===== src/hw/sd_host_pkg.sv =====
package sd_host_pkg;

  // register byte offsets on the AXI4-Lite slave
  localparam int ADDR_W = 8;
  localparam logic [7:0] OFS_POWER = 8'h00;
  localparam logic [7:0] OFS_CLKCR = 8'h04;
  localparam logic [7:0] OFS_CFG = 8'h08;
  localparam logic [7:0] OFS_ARG = 8'h0C;
  localparam logic [7:0] OFS_CMD = 8'h10;
  localparam logic [7:0] OFS_STATUS = 8'h14;
  localparam logic [7:0] OFS_CLEAR = 8'h18;
  localparam logic [7:0] OFS_TXDATA = 8'h1C;

  // clock control field layout
  localparam int CLKCR_W = 13;
  localparam int CLK_DIV_LSB = 0;
  localparam int CLK_DIV_W = 8;
  localparam int CLK_EN_BIT = 8;
  localparam int CLK_PWRSAV_BIT = 9;
  localparam int CLK_BYPASS_BIT = 10;
  localparam int CLK_WID_LSB = 11;

  // card configuration field layout
  localparam int CFG_W = 5;
  localparam int CFG_TYPE_LSB = 0;
  localparam int CFG_OD_BIT = 2;
  localparam int CFG_INIT_DONE_BIT = 3;
  localparam int CFG_STREAM_BIT = 4;

  // command register layout
  localparam int CMD_IDX_W = 6;
  localparam int CMD_EN_BIT = 6;

  // status bit positions
  localparam int ST_CMD_SENT = 0;
  localparam int ST_DATA_DONE = 1;
  localparam int ST_CMD_ACT = 2;
  localparam int ST_DATA_ACT = 3;
  localparam int ST_BUSY = 4;
  localparam int ST_CLK_RUN = 5;
  localparam int STICKY_W = 2;

  typedef enum logic [1:0] {
    PWR_OFF = 2'b00,
    PWR_RSVD = 2'b01,
    PWR_UP = 2'b10,
    PWR_ON = 2'b11
  } power_t;

  typedef enum logic [1:0] {
    CARD_SD = 2'b00,
    CARD_MMC_LEGACY = 2'b01,
    CARD_MMC4 = 2'b10,
    CARD_CEATA = 2'b11
  } card_t;

  typedef enum logic [1:0] {
    BUS_1 = 2'b00,
    BUS_4 = 2'b01,
    BUS_8 = 2'b10
  } bus_width_t;

  // command token and checksum
  localparam logic [5:0] TOKEN_LAST = 6'h2F;
  localparam logic [5:0] PAYLOAD_BITS = 6'h28;
  localparam int CRC_W = 7;
  localparam logic [6:0] CRC_POLY = 7'h09;

  // data word sending, beats per width and active line masks
  localparam int DATA_W = 32;
  localparam logic [5:0] BEATS_1 = 6'h20;
  localparam logic [5:0] BEATS_4 = 6'h08;
  localparam logic [5:0] BEATS_8 = 6'h04;
  localparam logic [7:0] MASK_1 = 8'h01;
  localparam logic [7:0] MASK_4 = 8'h0F;
  localparam logic [7:0] MASK_8 = 8'hFF;

  // card clock idle periods before power saving stops it
  localparam logic [3:0] IDLE_PERIODS = 4'h8;

  localparam logic [1:0] RESP_OKAY = 2'b00;
  localparam logic [1:0] RESP_SLVERR = 2'b10;

endpackage

===== src/hw/sd_card_host_adapter.sv =====
`timescale 1ns/100ps
// Overview of operation
// - MMC data widths one, four, eight lines
// - SD cards use one or four lines
// - old MMC cards use lowest line only
// - single line until initialization marked done
// - no SPI mode, native protocol only
// - separate command and data output enables
// - open-drain command only for old MMC init
// - data lines always driven push-pull
// - one bit per line per card clock
// - card clock programmable up to card maximum
// - registers bus side, card logic adapter side; here both run on mclk_i with no crossing
// - no data sent while card holds busy
// - writing one clears matching sticky flag
// - outputs disabled in power-off and power-up
// - card clock divided or bypassed
// - clock stopped at reset, off, idle-saving
// - stream mode only for MMC targets
// - one card or one MMC stack addressed
// - interrupt and DMA request outputs
// - 48-bit command token format
// - command line released unless sending
// - seven-bit CRC over leading bits
module sd_card_host_adapter
  import sd_host_pkg::*;
(
  input logic mclk_i,
  input logic rst_n_i,
  input logic [sd_host_pkg::ADDR_W-1:0] s_axi_awaddr_i,
  input logic s_axi_awvalid_i,
  output logic s_axi_awready_o,
  input logic [sd_host_pkg::DATA_W-1:0] s_axi_wdata_i,
  input logic [3:0] s_axi_wstrb_i,
  input logic s_axi_wvalid_i,
  output logic s_axi_wready_o,
  output logic [1:0] s_axi_bresp_o,
  output logic s_axi_bvalid_o,
  input logic s_axi_bready_i,
  input logic [sd_host_pkg::ADDR_W-1:0] s_axi_araddr_i,
  input logic s_axi_arvalid_i,
  output logic s_axi_arready_o,
  output logic [sd_host_pkg::DATA_W-1:0] s_axi_rdata_o,
  output logic [1:0] s_axi_rresp_o,
  output logic s_axi_rvalid_o,
  input logic s_axi_rready_i,
  output logic card_clock_out_o,
  input logic cmd_i,
  output logic cmd_o,
  output logic cmd_oe_o,
  input logic [7:0] data_i,
  output logic [7:0] data_o,
  output logic [7:0] data_oe_o,
  output logic irq_o,
  output logic dma_req_o
);
  typedef struct packed {
    logic awready;
    logic wready;
    logic aw_have;
    logic w_have;
    logic [ADDR_W-1:0] awaddr;
    logic [DATA_W-1:0] wdata;
    logic [3:0] wstrb;
    logic bvalid;
    logic [1:0] bresp;
    logic arready;
    logic rvalid;
    logic [1:0] rresp;
    logic [DATA_W-1:0] rdata;
    power_t power;
    logic [CLKCR_W-1:0] clkcr;
    logic [CFG_W-1:0] cfg;
    logic [DATA_W-1:0] arg;
    logic [CMD_IDX_W-1:0] cmd_idx;
    logic cmd_pending;
    logic [DATA_W-1:0] txdata;
    logic tx_pending;
    logic [STICKY_W-1:0] sticky;
    logic cmd_busy;
    logic [5:0] cmd_cnt;
    logic [39:0] cmd_sh;
    logic [CRC_W-1:0] crc;
    logic cmd_bit;
    logic cmd_out;
    logic cmd_oe;
    logic dat_busy;
    logic [5:0] dat_cnt;
    logic [DATA_W-1:0] dat_sh;
    bus_width_t dat_width;
    logic [7:0] dat_out;
    logic [7:0] dat_oe;
    logic irq;
    logic dma;
  } host_state_t;

  host_state_t s_q;
  host_state_t s_d;
  logic card_fall;
  logic card_running;
  logic path_idle;
  logic crc_bit;
  logic [CRC_W-1:0] crc_in;
  logic [CRC_W-1:0] crc_next;
  logic set_sent;
  logic set_done;
  logic [STICKY_W-1:0] clr;

  // byte lanes of a write merged over the old word
  function automatic logic [DATA_W-1:0] merge_bytes(input logic [DATA_W-1:0] old_w,
                                                    input logic [DATA_W-1:0] new_w,
                                                    input logic [3:0] strb);
    logic [DATA_W-1:0] res;
    res = old_w;
    for (int i = 0; i < 4; i++)
    begin
      if (strb[i])
        res[i*8 +: 8] = new_w[i*8 +: 8];
    end
    return res;
  endfunction

  // width actually used for a transfer, narrowed by card kind and init state
  function automatic bus_width_t eff_width(input logic [CFG_W-1:0] cfg,
                                           input logic [1:0] req);
    bus_width_t w;
    w = BUS_1;
    if (cfg[CFG_INIT_DONE_BIT] && card_t'(cfg[CFG_TYPE_LSB +: 2]) != CARD_MMC_LEGACY)
    begin
      unique case (req)
        2'b01: w = BUS_4;
        2'b10: w = (card_t'(cfg[CFG_TYPE_LSB +: 2]) == CARD_SD) ? BUS_4 : BUS_8;
        default: w = BUS_1;
      endcase
    end
    return w;
  endfunction

  // card clock source; the core runs entirely on mclk_i, the AXI4-Lite slave
  // included, so no crossing is needed
  sd_clock_gen #(
    .DIV_W(CLK_DIV_W)
  ) u_clock_gen (
    .mclk_i(mclk_i),
    .rst_n_i(rst_n_i),
    .run_i(s_q.power == PWR_ON && s_q.clkcr[CLK_EN_BIT]),
    .bypass_i(s_q.clkcr[CLK_BYPASS_BIT]),
    .div_i(s_q.clkcr[CLK_DIV_LSB +: CLK_DIV_W]),
    .pwrsav_i(s_q.clkcr[CLK_PWRSAV_BIT]),
    .idle_i(path_idle),
    .card_clk_o(card_clock_out_o),
    .fall_o(card_fall),
    .running_o(card_running)
  );

  // checksum step shared by the token load and the payload shifting
  sd_crc7_step u_crc7 (
    .crc_i(crc_in),
    .bit_i(crc_bit),
    .crc_o(crc_next)
  );

  // pending work keeps the clock alive so power saving never stalls a start
  assign path_idle = !(s_q.cmd_busy || s_q.cmd_pending || s_q.dat_busy || s_q.tx_pending);
  assign crc_in = s_q.cmd_busy ? s_q.crc : '0;
  assign crc_bit = s_q.cmd_busy ? s_q.cmd_sh[39] : 1'h0;

  // card side sequencing, then register access, then outputs
  always_comb
  begin
    s_d = s_q;
    set_sent = 1'h0;
    set_done = 1'h0;
    clr = '0;
    // bits change on the falling card edge, sampled by the card on the rise
    if (card_fall)
    begin
      if (!s_q.cmd_busy)
      begin
        if (s_q.cmd_pending)
        begin
          s_d.cmd_busy = 1'h1;
          s_d.cmd_pending = 1'h0;
          s_d.cmd_cnt = '0;
          s_d.cmd_bit = 1'h0;
          s_d.cmd_sh = {1'h1, s_q.cmd_idx, s_q.arg, 1'h0};
          s_d.crc = crc_next;
        end
      end
      else if (s_q.cmd_cnt == TOKEN_LAST)
      begin
        s_d.cmd_busy = 1'h0;
        set_sent = 1'h1;
      end
      else
      begin
        s_d.cmd_cnt = s_q.cmd_cnt + 6'h01;
        if (s_d.cmd_cnt < PAYLOAD_BITS)
        begin
          s_d.cmd_bit = s_q.cmd_sh[39];
          s_d.crc = crc_next;
          s_d.cmd_sh = {s_q.cmd_sh[38:0], 1'h0};
        end
        else if (s_d.cmd_cnt < TOKEN_LAST)
        begin
          s_d.cmd_bit = s_q.crc[CRC_W-1];
          s_d.crc = {s_q.crc[CRC_W-2:0], 1'h0};
        end
        else
          s_d.cmd_bit = 1'h1;
      end
      // data word: start bit, data beats, end bit on every active line
      if (!s_q.dat_busy)
      begin
        if (s_q.tx_pending && data_i[0])
        begin
          s_d.dat_busy = 1'h1;
          s_d.tx_pending = 1'h0;
          s_d.dat_cnt = '0;
          s_d.dat_sh = s_q.txdata;
          s_d.dat_width = eff_width(s_q.cfg, s_q.clkcr[CLK_WID_LSB +: 2]);
          s_d.dat_out = 8'h00;
        end
      end
      else
      begin
        logic [5:0] beats;
        beats = BEATS_1;
        unique case (s_q.dat_width)
          BUS_4: beats = BEATS_4;
          BUS_8: beats = BEATS_8;
          default: beats = BEATS_1;
        endcase
        s_d.dat_cnt = s_q.dat_cnt + 6'h01;
        if (s_q.dat_cnt == beats + 6'h01)
        begin
          s_d.dat_busy = 1'h0;
          set_done = 1'h1;
        end
        else if (s_d.dat_cnt <= beats)
        begin
          unique case (s_q.dat_width)
            BUS_4:
            begin
              s_d.dat_out = {4'h0, s_q.dat_sh[31:28]};
              s_d.dat_sh = {s_q.dat_sh[27:0], 4'h0};
            end
            BUS_8:
            begin
              s_d.dat_out = s_q.dat_sh[31:24];
              s_d.dat_sh = {s_q.dat_sh[23:0], 8'h00};
            end
            default:
            begin
              s_d.dat_out = {7'h00, s_q.dat_sh[31]};
              s_d.dat_sh = {s_q.dat_sh[30:0], 1'h0};
            end
          endcase
        end
        else
          s_d.dat_out = 8'hFF;
      end
    end

    // AXI4-Lite address and data accepted independently, in either order
    if (s_axi_awvalid_i && s_q.awready)
    begin
      s_d.aw_have = 1'h1;
      s_d.awaddr = s_axi_awaddr_i;
    end
    if (s_axi_wvalid_i && s_q.wready)
    begin
      s_d.w_have = 1'h1;
      s_d.wdata = s_axi_wdata_i;
      s_d.wstrb = s_axi_wstrb_i;
    end
    if (s_q.bvalid && s_axi_bready_i)
      s_d.bvalid = 1'h0;
    // register writes land on the core clock directly
    if (s_q.aw_have && s_q.w_have && !s_q.bvalid)
    begin
      logic [DATA_W-1:0] wv;
      wv = 32'h0000_0000;
      s_d.aw_have = 1'h0;
      s_d.w_have = 1'h0;
      s_d.bvalid = 1'h1;
      s_d.bresp = RESP_OKAY;
      unique case (s_q.awaddr)
        OFS_POWER:
        begin
          wv = merge_bytes({30'h0, s_q.power}, s_q.wdata, s_q.wstrb);
          s_d.power = power_t'(wv[1:0]);
        end
        OFS_CLKCR:
        begin
          wv = merge_bytes({19'h0, s_q.clkcr}, s_q.wdata, s_q.wstrb);
          s_d.clkcr = wv[CLKCR_W-1:0];
        end
        OFS_CFG:
        begin
          wv = merge_bytes({27'h0, s_q.cfg}, s_q.wdata, s_q.wstrb);
          s_d.cfg = wv[CFG_W-1:0];
          // stream transfers are meaningful only toward MMC targets
          s_d.cfg[CFG_STREAM_BIT] = wv[CFG_STREAM_BIT] &&
            (card_t'(wv[CFG_TYPE_LSB +: 2]) inside {CARD_MMC_LEGACY, CARD_MMC4});
        end
        OFS_ARG: s_d.arg = merge_bytes(s_q.arg, s_q.wdata, s_q.wstrb);
        OFS_CMD:
        begin
          wv = merge_bytes({25'h0, s_q.cmd_pending, s_q.cmd_idx}, s_q.wdata, s_q.wstrb);
          s_d.cmd_idx = wv[CMD_IDX_W-1:0];
          if (wv[CMD_EN_BIT])
            s_d.cmd_pending = 1'h1;
        end
        OFS_CLEAR:
        begin
          wv = merge_bytes(32'h0000_0000, s_q.wdata, s_q.wstrb);
          clr = wv[STICKY_W-1:0];
        end
        OFS_TXDATA:
        begin
          s_d.txdata = merge_bytes(s_q.txdata, s_q.wdata, s_q.wstrb);
          s_d.tx_pending = 1'h1;
        end
        OFS_STATUS: s_d.bresp = RESP_OKAY;
        default: s_d.bresp = RESP_SLVERR;
      endcase
    end
    s_d.awready = !s_d.aw_have && !s_d.bvalid;
    s_d.wready = !s_d.w_have && !s_d.bvalid;

    // reads answer one cycle after the address is taken
    if (s_q.rvalid && s_axi_rready_i)
      s_d.rvalid = 1'h0;
    if (s_axi_arvalid_i && s_q.arready)
    begin
      s_d.rvalid = 1'h1;
      s_d.rresp = RESP_OKAY;
      s_d.rdata = 32'h0000_0000;
      unique case (s_axi_araddr_i)
        OFS_POWER: s_d.rdata[1:0] = s_q.power;
        OFS_CLKCR: s_d.rdata[CLKCR_W-1:0] = s_q.clkcr;
        OFS_CFG: s_d.rdata[CFG_W-1:0] = s_q.cfg;
        OFS_ARG: s_d.rdata = s_q.arg;
        OFS_CMD: s_d.rdata[CMD_EN_BIT:0] = {s_q.cmd_pending, s_q.cmd_idx};
        OFS_STATUS:
        begin
          s_d.rdata[STICKY_W-1:0] = s_q.sticky;
          s_d.rdata[ST_CMD_ACT] = s_q.cmd_busy;
          s_d.rdata[ST_DATA_ACT] = s_q.dat_busy;
          s_d.rdata[ST_BUSY] = !data_i[0];
          s_d.rdata[ST_CLK_RUN] = card_running;
        end
        OFS_CLEAR: s_d.rdata = 32'h0000_0000;
        OFS_TXDATA: s_d.rdata = s_q.txdata;
        default: s_d.rresp = RESP_SLVERR;
      endcase
    end
    s_d.arready = !s_d.rvalid;

    // a flag event in the same cycle as its clear survives
    s_d.sticky = (s_q.sticky & ~clr) |
                 {set_done, set_sent};

    // pins; power states other than on release everything
    s_d.cmd_oe = 1'h0;
    s_d.cmd_out = 1'h0;
    s_d.dat_oe = 8'h00;
    if (s_d.power == PWR_ON)
    begin
      // only old MMC init uses open drain: drive low, release for high
      if (s_d.cfg[CFG_OD_BIT] && card_t'(s_d.cfg[CFG_TYPE_LSB +: 2]) == CARD_MMC_LEGACY)
        s_d.cmd_oe = s_d.cmd_busy && !s_d.cmd_bit;
      else
      begin
        s_d.cmd_oe = s_d.cmd_busy;
        s_d.cmd_out = s_d.cmd_bit;
      end
      if (s_d.dat_busy)
      begin
        unique case (s_d.dat_width)
          BUS_4: s_d.dat_oe = MASK_4;
          BUS_8: s_d.dat_oe = MASK_8;
          default: s_d.dat_oe = MASK_1;
        endcase
      end
    end
    // no mask here: any sticky event requests attention
    s_d.irq = |s_d.sticky;
    s_d.dma = (s_d.power == PWR_ON) && !s_d.tx_pending;
  end

  // single card and single command line; no chip select exists
  always_ff @(posedge mclk_i or negedge rst_n_i)
  begin
    if (!rst_n_i)
      s_q <= '0;
    else
      s_q <= s_d;
  end

  assign s_axi_awready_o = s_q.awready;
  assign s_axi_wready_o = s_q.wready;
  assign s_axi_bresp_o = s_q.bresp;
  assign s_axi_bvalid_o = s_q.bvalid;
  assign s_axi_arready_o = s_q.arready;
  assign s_axi_rdata_o = s_q.rdata;
  assign s_axi_rresp_o = s_q.rresp;
  assign s_axi_rvalid_o = s_q.rvalid;
  assign cmd_o = s_q.cmd_out;
  assign cmd_oe_o = s_q.cmd_oe;
  assign data_o = s_q.dat_out;
  assign data_oe_o = s_q.dat_oe;
  assign irq_o = s_q.irq;
  assign dma_req_o = s_q.dma;

  a_cmd_hiz_idle: assert property (@(posedge mclk_i) disable iff (!rst_n_i)
    !s_q.cmd_busy |-> !cmd_oe_o) else $error("command line driven while idle");
  a_outputs_off: assert property (@(posedge mclk_i) disable iff (!rst_n_i)
    s_q.power != PWR_ON |-> (!cmd_oe_o && data_oe_o == 8'h00))
    else $error("card outputs enabled outside power on");
  a_open_drain_low: assert property (@(posedge mclk_i) disable iff (!rst_n_i)
    (cmd_oe_o && s_q.cfg[CFG_OD_BIT] && s_q.cfg[1:0] == CARD_MMC_LEGACY) |-> !cmd_o)
    else $error("open drain command drove high");
  a_sd_four_lines: assert property (@(posedge mclk_i) disable iff (!rst_n_i)
    ($rose(s_q.dat_busy) && $past(s_q.cfg[1:0]) == CARD_SD && s_q.power == PWR_ON)
    |-> data_oe_o[7:4] == 4'h0) else $error("SD transfer used upper lines");
  a_legacy_one_line: assert property (@(posedge mclk_i) disable iff (!rst_n_i)
    ($rose(s_q.dat_busy) && $past(s_q.cfg[1:0]) == CARD_MMC_LEGACY)
    |-> data_oe_o[7:1] == 7'h00) else $error("old MMC transfer used wide bus");
  a_default_narrow: assert property (@(posedge mclk_i) disable iff (!rst_n_i)
    ($rose(s_q.dat_busy) && !$past(s_q.cfg[CFG_INIT_DONE_BIT]))
    |-> s_q.dat_width == BUS_1) else $error("wide bus before init done");
  a_busy_withhold: assert property (@(posedge mclk_i) disable iff (!rst_n_i)
    $rose(s_q.dat_busy) |-> $past(data_i[0])) else $error("data sent while card busy");
  a_clear_effect: assert property (@(posedge mclk_i) disable iff (!rst_n_i)
    (clr[ST_CMD_SENT] && !set_sent) |=> !s_q.sticky[ST_CMD_SENT])
    else $error("clear write did not clear flag");
  a_set_wins: assert property (@(posedge mclk_i) disable iff (!rst_n_i)
    set_sent |=> s_q.sticky[ST_CMD_SENT]) else $error("sent event lost");
  a_token_frame: assert property (@(posedge mclk_i) disable iff (!rst_n_i)
    $fell(s_q.cmd_busy) |-> ($past(s_q.cmd_bit) && $past(s_q.cmd_cnt) == TOKEN_LAST))
    else $error("token end bit or length wrong");
  a_start_bit: assert property (@(posedge mclk_i) disable iff (!rst_n_i)
    $rose(s_q.cmd_busy) |-> (!s_q.cmd_bit && !cmd_o)) else $error("start bit not zero");
endmodule


===== src/hw/sd_clock_gen.sv =====
`timescale 1ns/100ps
module sd_clock_gen
  import sd_host_pkg::*;
#(
  parameter int DIV_W = sd_host_pkg::CLK_DIV_W
)
(
  input logic mclk_i,
  input logic rst_n_i,
  input logic run_i,
  input logic bypass_i,
  input logic [DIV_W-1:0] div_i,
  input logic pwrsav_i,
  input logic idle_i,
  output logic card_clk_o,
  output logic fall_o,
  output logic running_o
);
  typedef struct packed {
    logic [DIV_W-1:0] cnt;
    logic clk;
    logic fall;
    logic [3:0] idle_cnt;
  } clk_state_t;

  clk_state_t s_q;
  clk_state_t s_d;
  logic gated;

  // divider toggles the card clock; bypass toggles every adapter edge
  always_comb
  begin
    s_d = s_q;
    gated = !run_i || (pwrsav_i && s_q.idle_cnt == IDLE_PERIODS);
    if (gated)
    begin
      s_d.clk = 1'h0;
      s_d.cnt = '0;
    end
    else if (bypass_i || s_q.cnt >= div_i)
    begin
      s_d.clk = !s_q.clk;
      s_d.cnt = '0;
    end
    else
    begin
      s_d.cnt = s_q.cnt + 1'h1;
    end
    s_d.fall = s_q.clk && !s_d.clk && !gated;
    // idle periods counted on falling edges so the count is in card clocks
    if (!idle_i)
      s_d.idle_cnt = 4'h0;
    else if (s_q.fall && s_q.idle_cnt != IDLE_PERIODS)
      s_d.idle_cnt = s_q.idle_cnt + 4'h1;
  end

  always_ff @(posedge mclk_i or negedge rst_n_i)
  begin
    if (!rst_n_i)
      s_q <= '0;
    else
      s_q <= s_d;
  end

  assign card_clk_o = s_q.clk;
  // strobe leads the edge so bits move with the fall, half a period before the rise;
  // a registered strobe would move them onto the rise when the divider is zero
  assign fall_o = s_d.fall;
  assign running_o = !gated;

  a_clock_stopped: assert property (@(posedge mclk_i) disable iff (!rst_n_i)
    !run_i |=> !card_clk_o) else $error("card clock runs while stopped");
  a_idle_gating: assert property (@(posedge mclk_i) disable iff (!rst_n_i)
    (pwrsav_i && idle_i && s_q.idle_cnt == IDLE_PERIODS) |=> !card_clk_o[*2])
    else $error("card clock not gated after idle periods");
endmodule


===== src/hw/sd_crc7_step.sv =====
`timescale 1ns/100ps
module sd_crc7_step
  import sd_host_pkg::*;
(
  input logic [sd_host_pkg::CRC_W-1:0] crc_i,
  input logic bit_i,
  output logic [sd_host_pkg::CRC_W-1:0] crc_o
);
  logic fb;

  // one serial step of the x^7 + x^3 + 1 checksum
  always_comb
  begin
    fb = bit_i ^ crc_i[CRC_W-1];
    crc_o = {crc_i[CRC_W-2:0], 1'h0} ^ ({CRC_W{fb}} & CRC_POLY);
  end
endmodule


===== config.mk =====
export PLATFORM = sky130hd
export DESIGN_NAME = sd_card_host_adapter
export DESIGN_NICKNAME = d
export VERILOG_FILES = /design/src/hw/sd_host_pkg.sv /design/src/hw/sd_card_host_adapter.sv /design/src/hw/sd_clock_gen.sv /design/src/hw/sd_crc7_step.sv
export SDC_FILE = /design/constraint.sdc
export NUM_CORES = 1
export LEC_CHECK = 0
export ABC_AREA = 1
export BUFFER_PORTS_ARGS = -buffer_cell sky130_fd_sc_hd__clkbuf_2
export CAP_MARGIN = 25
export CORE_ASPECT_RATIO = 1.1
export CORE_MARGIN = 2
export CORE_UTILIZATION = 49
export CTS_CLUSTER_SIZE = 8
export DETAILED_ROUTE_END_ITERATION = 10
export GPL_TIMING_DRIVEN = 0
export PLACE_DENSITY = 0.69
export SLEW_MARGIN = 20
export SYNTH_ARGS = -nofsm -noshare
export SYNTH_HDL_FRONTEND = slang
export SYNTH_SLANG_ARGS = --single-unit

===== constraint.sdc =====
create_clock -name mclk_i -period 3.24 [get_ports mclk_i]
set_input_delay 0.324 -clock mclk_i [delete_from_list [all_inputs] [get_ports mclk_i]]
set_output_delay 0.324 -clock mclk_i [all_outputs]
set_load 0.1 [all_outputs]

==> impl_metrics.ini <==
[routing]
viasPerCell = 5.48
wl_met2_mm = 19.3
antenna_left = 0
dr.pass1.iters = 5
wl_met3_mm = 3.05
num_vias = 13000
routed_wl_mm = 41.4
highest_layer = met4
drt-met1-wl_mm = 17.9
drc = 0
drtIter0Drc = 1085
wl_per_cell_um = 17.5

[critical_path]
cp_max_fo = 10
r2r-start = s_q[18]
r2r_slack_ps = 350
path_cells = inv_1 > ha_1 > buf_2 > inv_1 > buf_1 > ha_1 > nand3_1 > nand2_4 > nor2_4 > nor2_8 > buf_6 > nand2_1 > o21ai_2
crit_start = s_q[18]
worstSetupStartpointType = register
required_ps = 3650
worstSetupEndpointType = register
arrival_ps = 3300
cpPeakStageDelay_ps = 420
critPathKind = reg2reg
critical-path-slowest-cell = buf_1

[floorplan]
die_w_um = 170
dieHeight_um = 187
num_io_pins = 130
rows = 66
die-area_um2 = 31800
core_um2 = 29700
start_util_pct = 50.1

[cells_and_area]
drive_gt1_share_pct = 15.8
nets = 2082
num_antenna_cells = 0
area_delta_synth_final_pct = 16.9
fillerInstances = 2693

[sta]
max_freq_mhz = 346
final.setup.worst_slack_ps = 351
finalClockSkew_ps = 19.4
rsz0062_at_grt = false
slew_headroom_pct = 47.7
finalHoldViolations = 0
slew_violations = 0
finalCriticalPeriod_ps = 2890
finalCritPeriodShare_pct = 89.2
hold_slack_ps = 2.60
fin_setup_tns_ps = 0
tightest_slew_ps = 784
setup_viol = 0

[status]
outcome = finished clean

[cts]
cts_tree = done
tritoncts.num_buffers = 43
root_buffer = clkbuf_16
cts_buffer_depth = 3
post_cts_buffers = 0
clock_latency_ps = 540
cts.sinks = 303
h-tree-depth = 2
clkTransAtPathRegs_ps = 50

[placement]
gp_congestion = 0.971
pre_cts_ws_ps = 428
dp_hpwl_mm = 30.4
io_buffer_count = 119

[logic_synthesis]
ys_async_sr_fraction_pct = 100
synth_warnings = 0
synth.most_common_cell = nand2_1
synth_ff_type = dfrtp_1
ys_types = 53
synth.avg_cell_area_um2 = 8.27
synth_top_area_share_pct = 50.9
synth_top_area_cell = dfrtp_1
synth_cells = 1800
synth-seq-area-share_pct = 50.9
ys_top_cells_by_area = dfrtp_1 51%, nand2_1 13%, o21ai_0 7.8%, inv_1 4.3%, buf_4 3.1%
synthTopCellsByCount = 507 x nand2_1, 303 x dfrtp_1, 233 x o21ai_0
synth_edf_count = 0
ys_ff_latch = 303
synth_area_um2 = 14900

[global_route]
grt_pass1_vias = 12600
grt_overflow = 0
grt_use_total_pct = 26.6
grt_pass1_wl_mm = 67.4
grt_max_degree = 90
antenna_found_initial = 0

[power_and_ir_drop]
finalPower_mw = 11.0
ir_drop_mv = 0.565
leakage_nw = 8.51
power_density_nw_per_um2 = 632

[min_path]
hold_class = in2reg
hp-start = s_axi_wdata_i[7]

[job]
drv_cap = 0
-- worst paths after layout --
check,end,depth (start not counted)
hold reg to reg,s_q[84],2
max in group asynchronous,s_axi_rdata_o[23],4
min in group asynchronous,s_q[112],2
setup / recovery,s_q[43],13
setup reg to reg,s_q[43],13
hold / removal,s_q[260],3
-- where the power goes --
part	internal [mW]	switching, mW	leakage, nW	total, mW
combinational	0.565	1.83	4.06	2.40
clock	2.35	1.58	0.554	3.93
sequential	4.33	0.346	3.90	4.67
total	7.24	3.76	8.51	11.0
-- cell type report --
type | count | area [um2] | share of cell area (%)
plain buffers | 130 | 797 | 4.58
clock buffers | 44 | 1080 | 6.20
clock inverters | 3 | 55.1 | 0.316
inverters | 181 | 684 | 3.93
multi-input cells | 1187 | 5830 | 33.5
flip-flops and latches | 303 | 7580 | 43.5
well taps | 374 | 468 | 2.69
repair buffers | 145 | 917 | 5.27
-- sequential cells by signal, summed over array words and instances (netlist names) --
name and count:
cmd_o 1, data_o 8, irq_o 1, s_axi_wready_o 1, cmd_oe_o 1, s_axi_rresp_o 1, s_axi_bresp_o 1, u_clock_gen.s_q 13
u_clock_gen.card_clk_o 1, s_q 235, dma_req_o 1, s_axi_rvalid_o 1, data_oe_o 3, s_axi_rdata_o 32, s_axi_arready_o 1, s_axi_awready_o 1
s_axi_bvalid_o 1
-- logic make-up after synthesis --
logic type / count (synthesis) / synth area share, %
buffers and inverters: 311 / 9.95
DFF: 303 / 50.9
other: 1 / 0.0252
xor gates and xnor gates: 12 / 0.756
and+or+nand+nor: 744 / 21.2
adders and majority gates: 23 / 1.93
AOI/OAI and AO/OA: 406 / 15.3
-- routing by layer --
| layer | track usage [%] | up-vias |
|---|---|---|
| met5 | 0 | - |
| met3 | 4.53 | 84 |
| met2 | 43.3 | 503 |
| met1 | 36.8 | 6199 |
| met4 | 7.59 | 0 |
| li1 | - | 6189 |
-- layout by cell type (no fill, tap or decap), drive strengths merged, types with 2 or more instances in the layout --
master / Yosys / layout
clkbuf: 42 / 205
o31ai: 5 / 5
nand3: 93 / 93
nor2: 92 / 92
nand4: 11 / 11
conb: 1 / 2
a22oi: 4 / 4
nor3b: 2 / 2
o41ai: 2 / 2
dfrtp: 303 / 303
xnor2: 2 / 2
a32oi: 3 / 3
a221oi: 2 / 2
a21oi: 74 / 74
nor3: 23 / 23
or2: 6 / 6
o22ai: 42 / 42
o211ai: 2 / 2
inv: 180 / 181
buf: 88 / 91
dlygate4sd3: 0 / 23
xor2: 10 / 10
nand3b: 3 / 3
ha: 23 / 23
o221ai: 4 / 4
o21bai: 2 / 2
clkinv: 1 / 3
o21ai: 263 / 263
nand2: 512 / 512
-- worst max-delay path: cells and delay by family (launching register included) --
family | cells | cell delay [ps]
AOI/OAI and AO/OA | 1 | 50
buffers and inverters | 5 | 1050
adders and majority gates | 2 | 640
DFF | 1 | 390
and+or+nand+nor | 5 | 630
-- what timing repair did --
| item | in CTS | in global routing |
|---|---|---|
| gates resized for setup | 0 | 0 |
| endpoints found under the hold margin | 83 | 0 |
| hold buffers | 23 | 0 |
-- through the flow --
step	cell area, um2	cells	util [%]
6_report	17400	2367	58.6
5_1_grt	17400	2367	58.6
4_1_cts	17400	2367	58.6
3_5_place_dp	16100	2297	54.0
3_3_place_gp	16000	2294	53.7
2_1_floorplan	14900	1801	-
(Power assumes the default switching activity.)
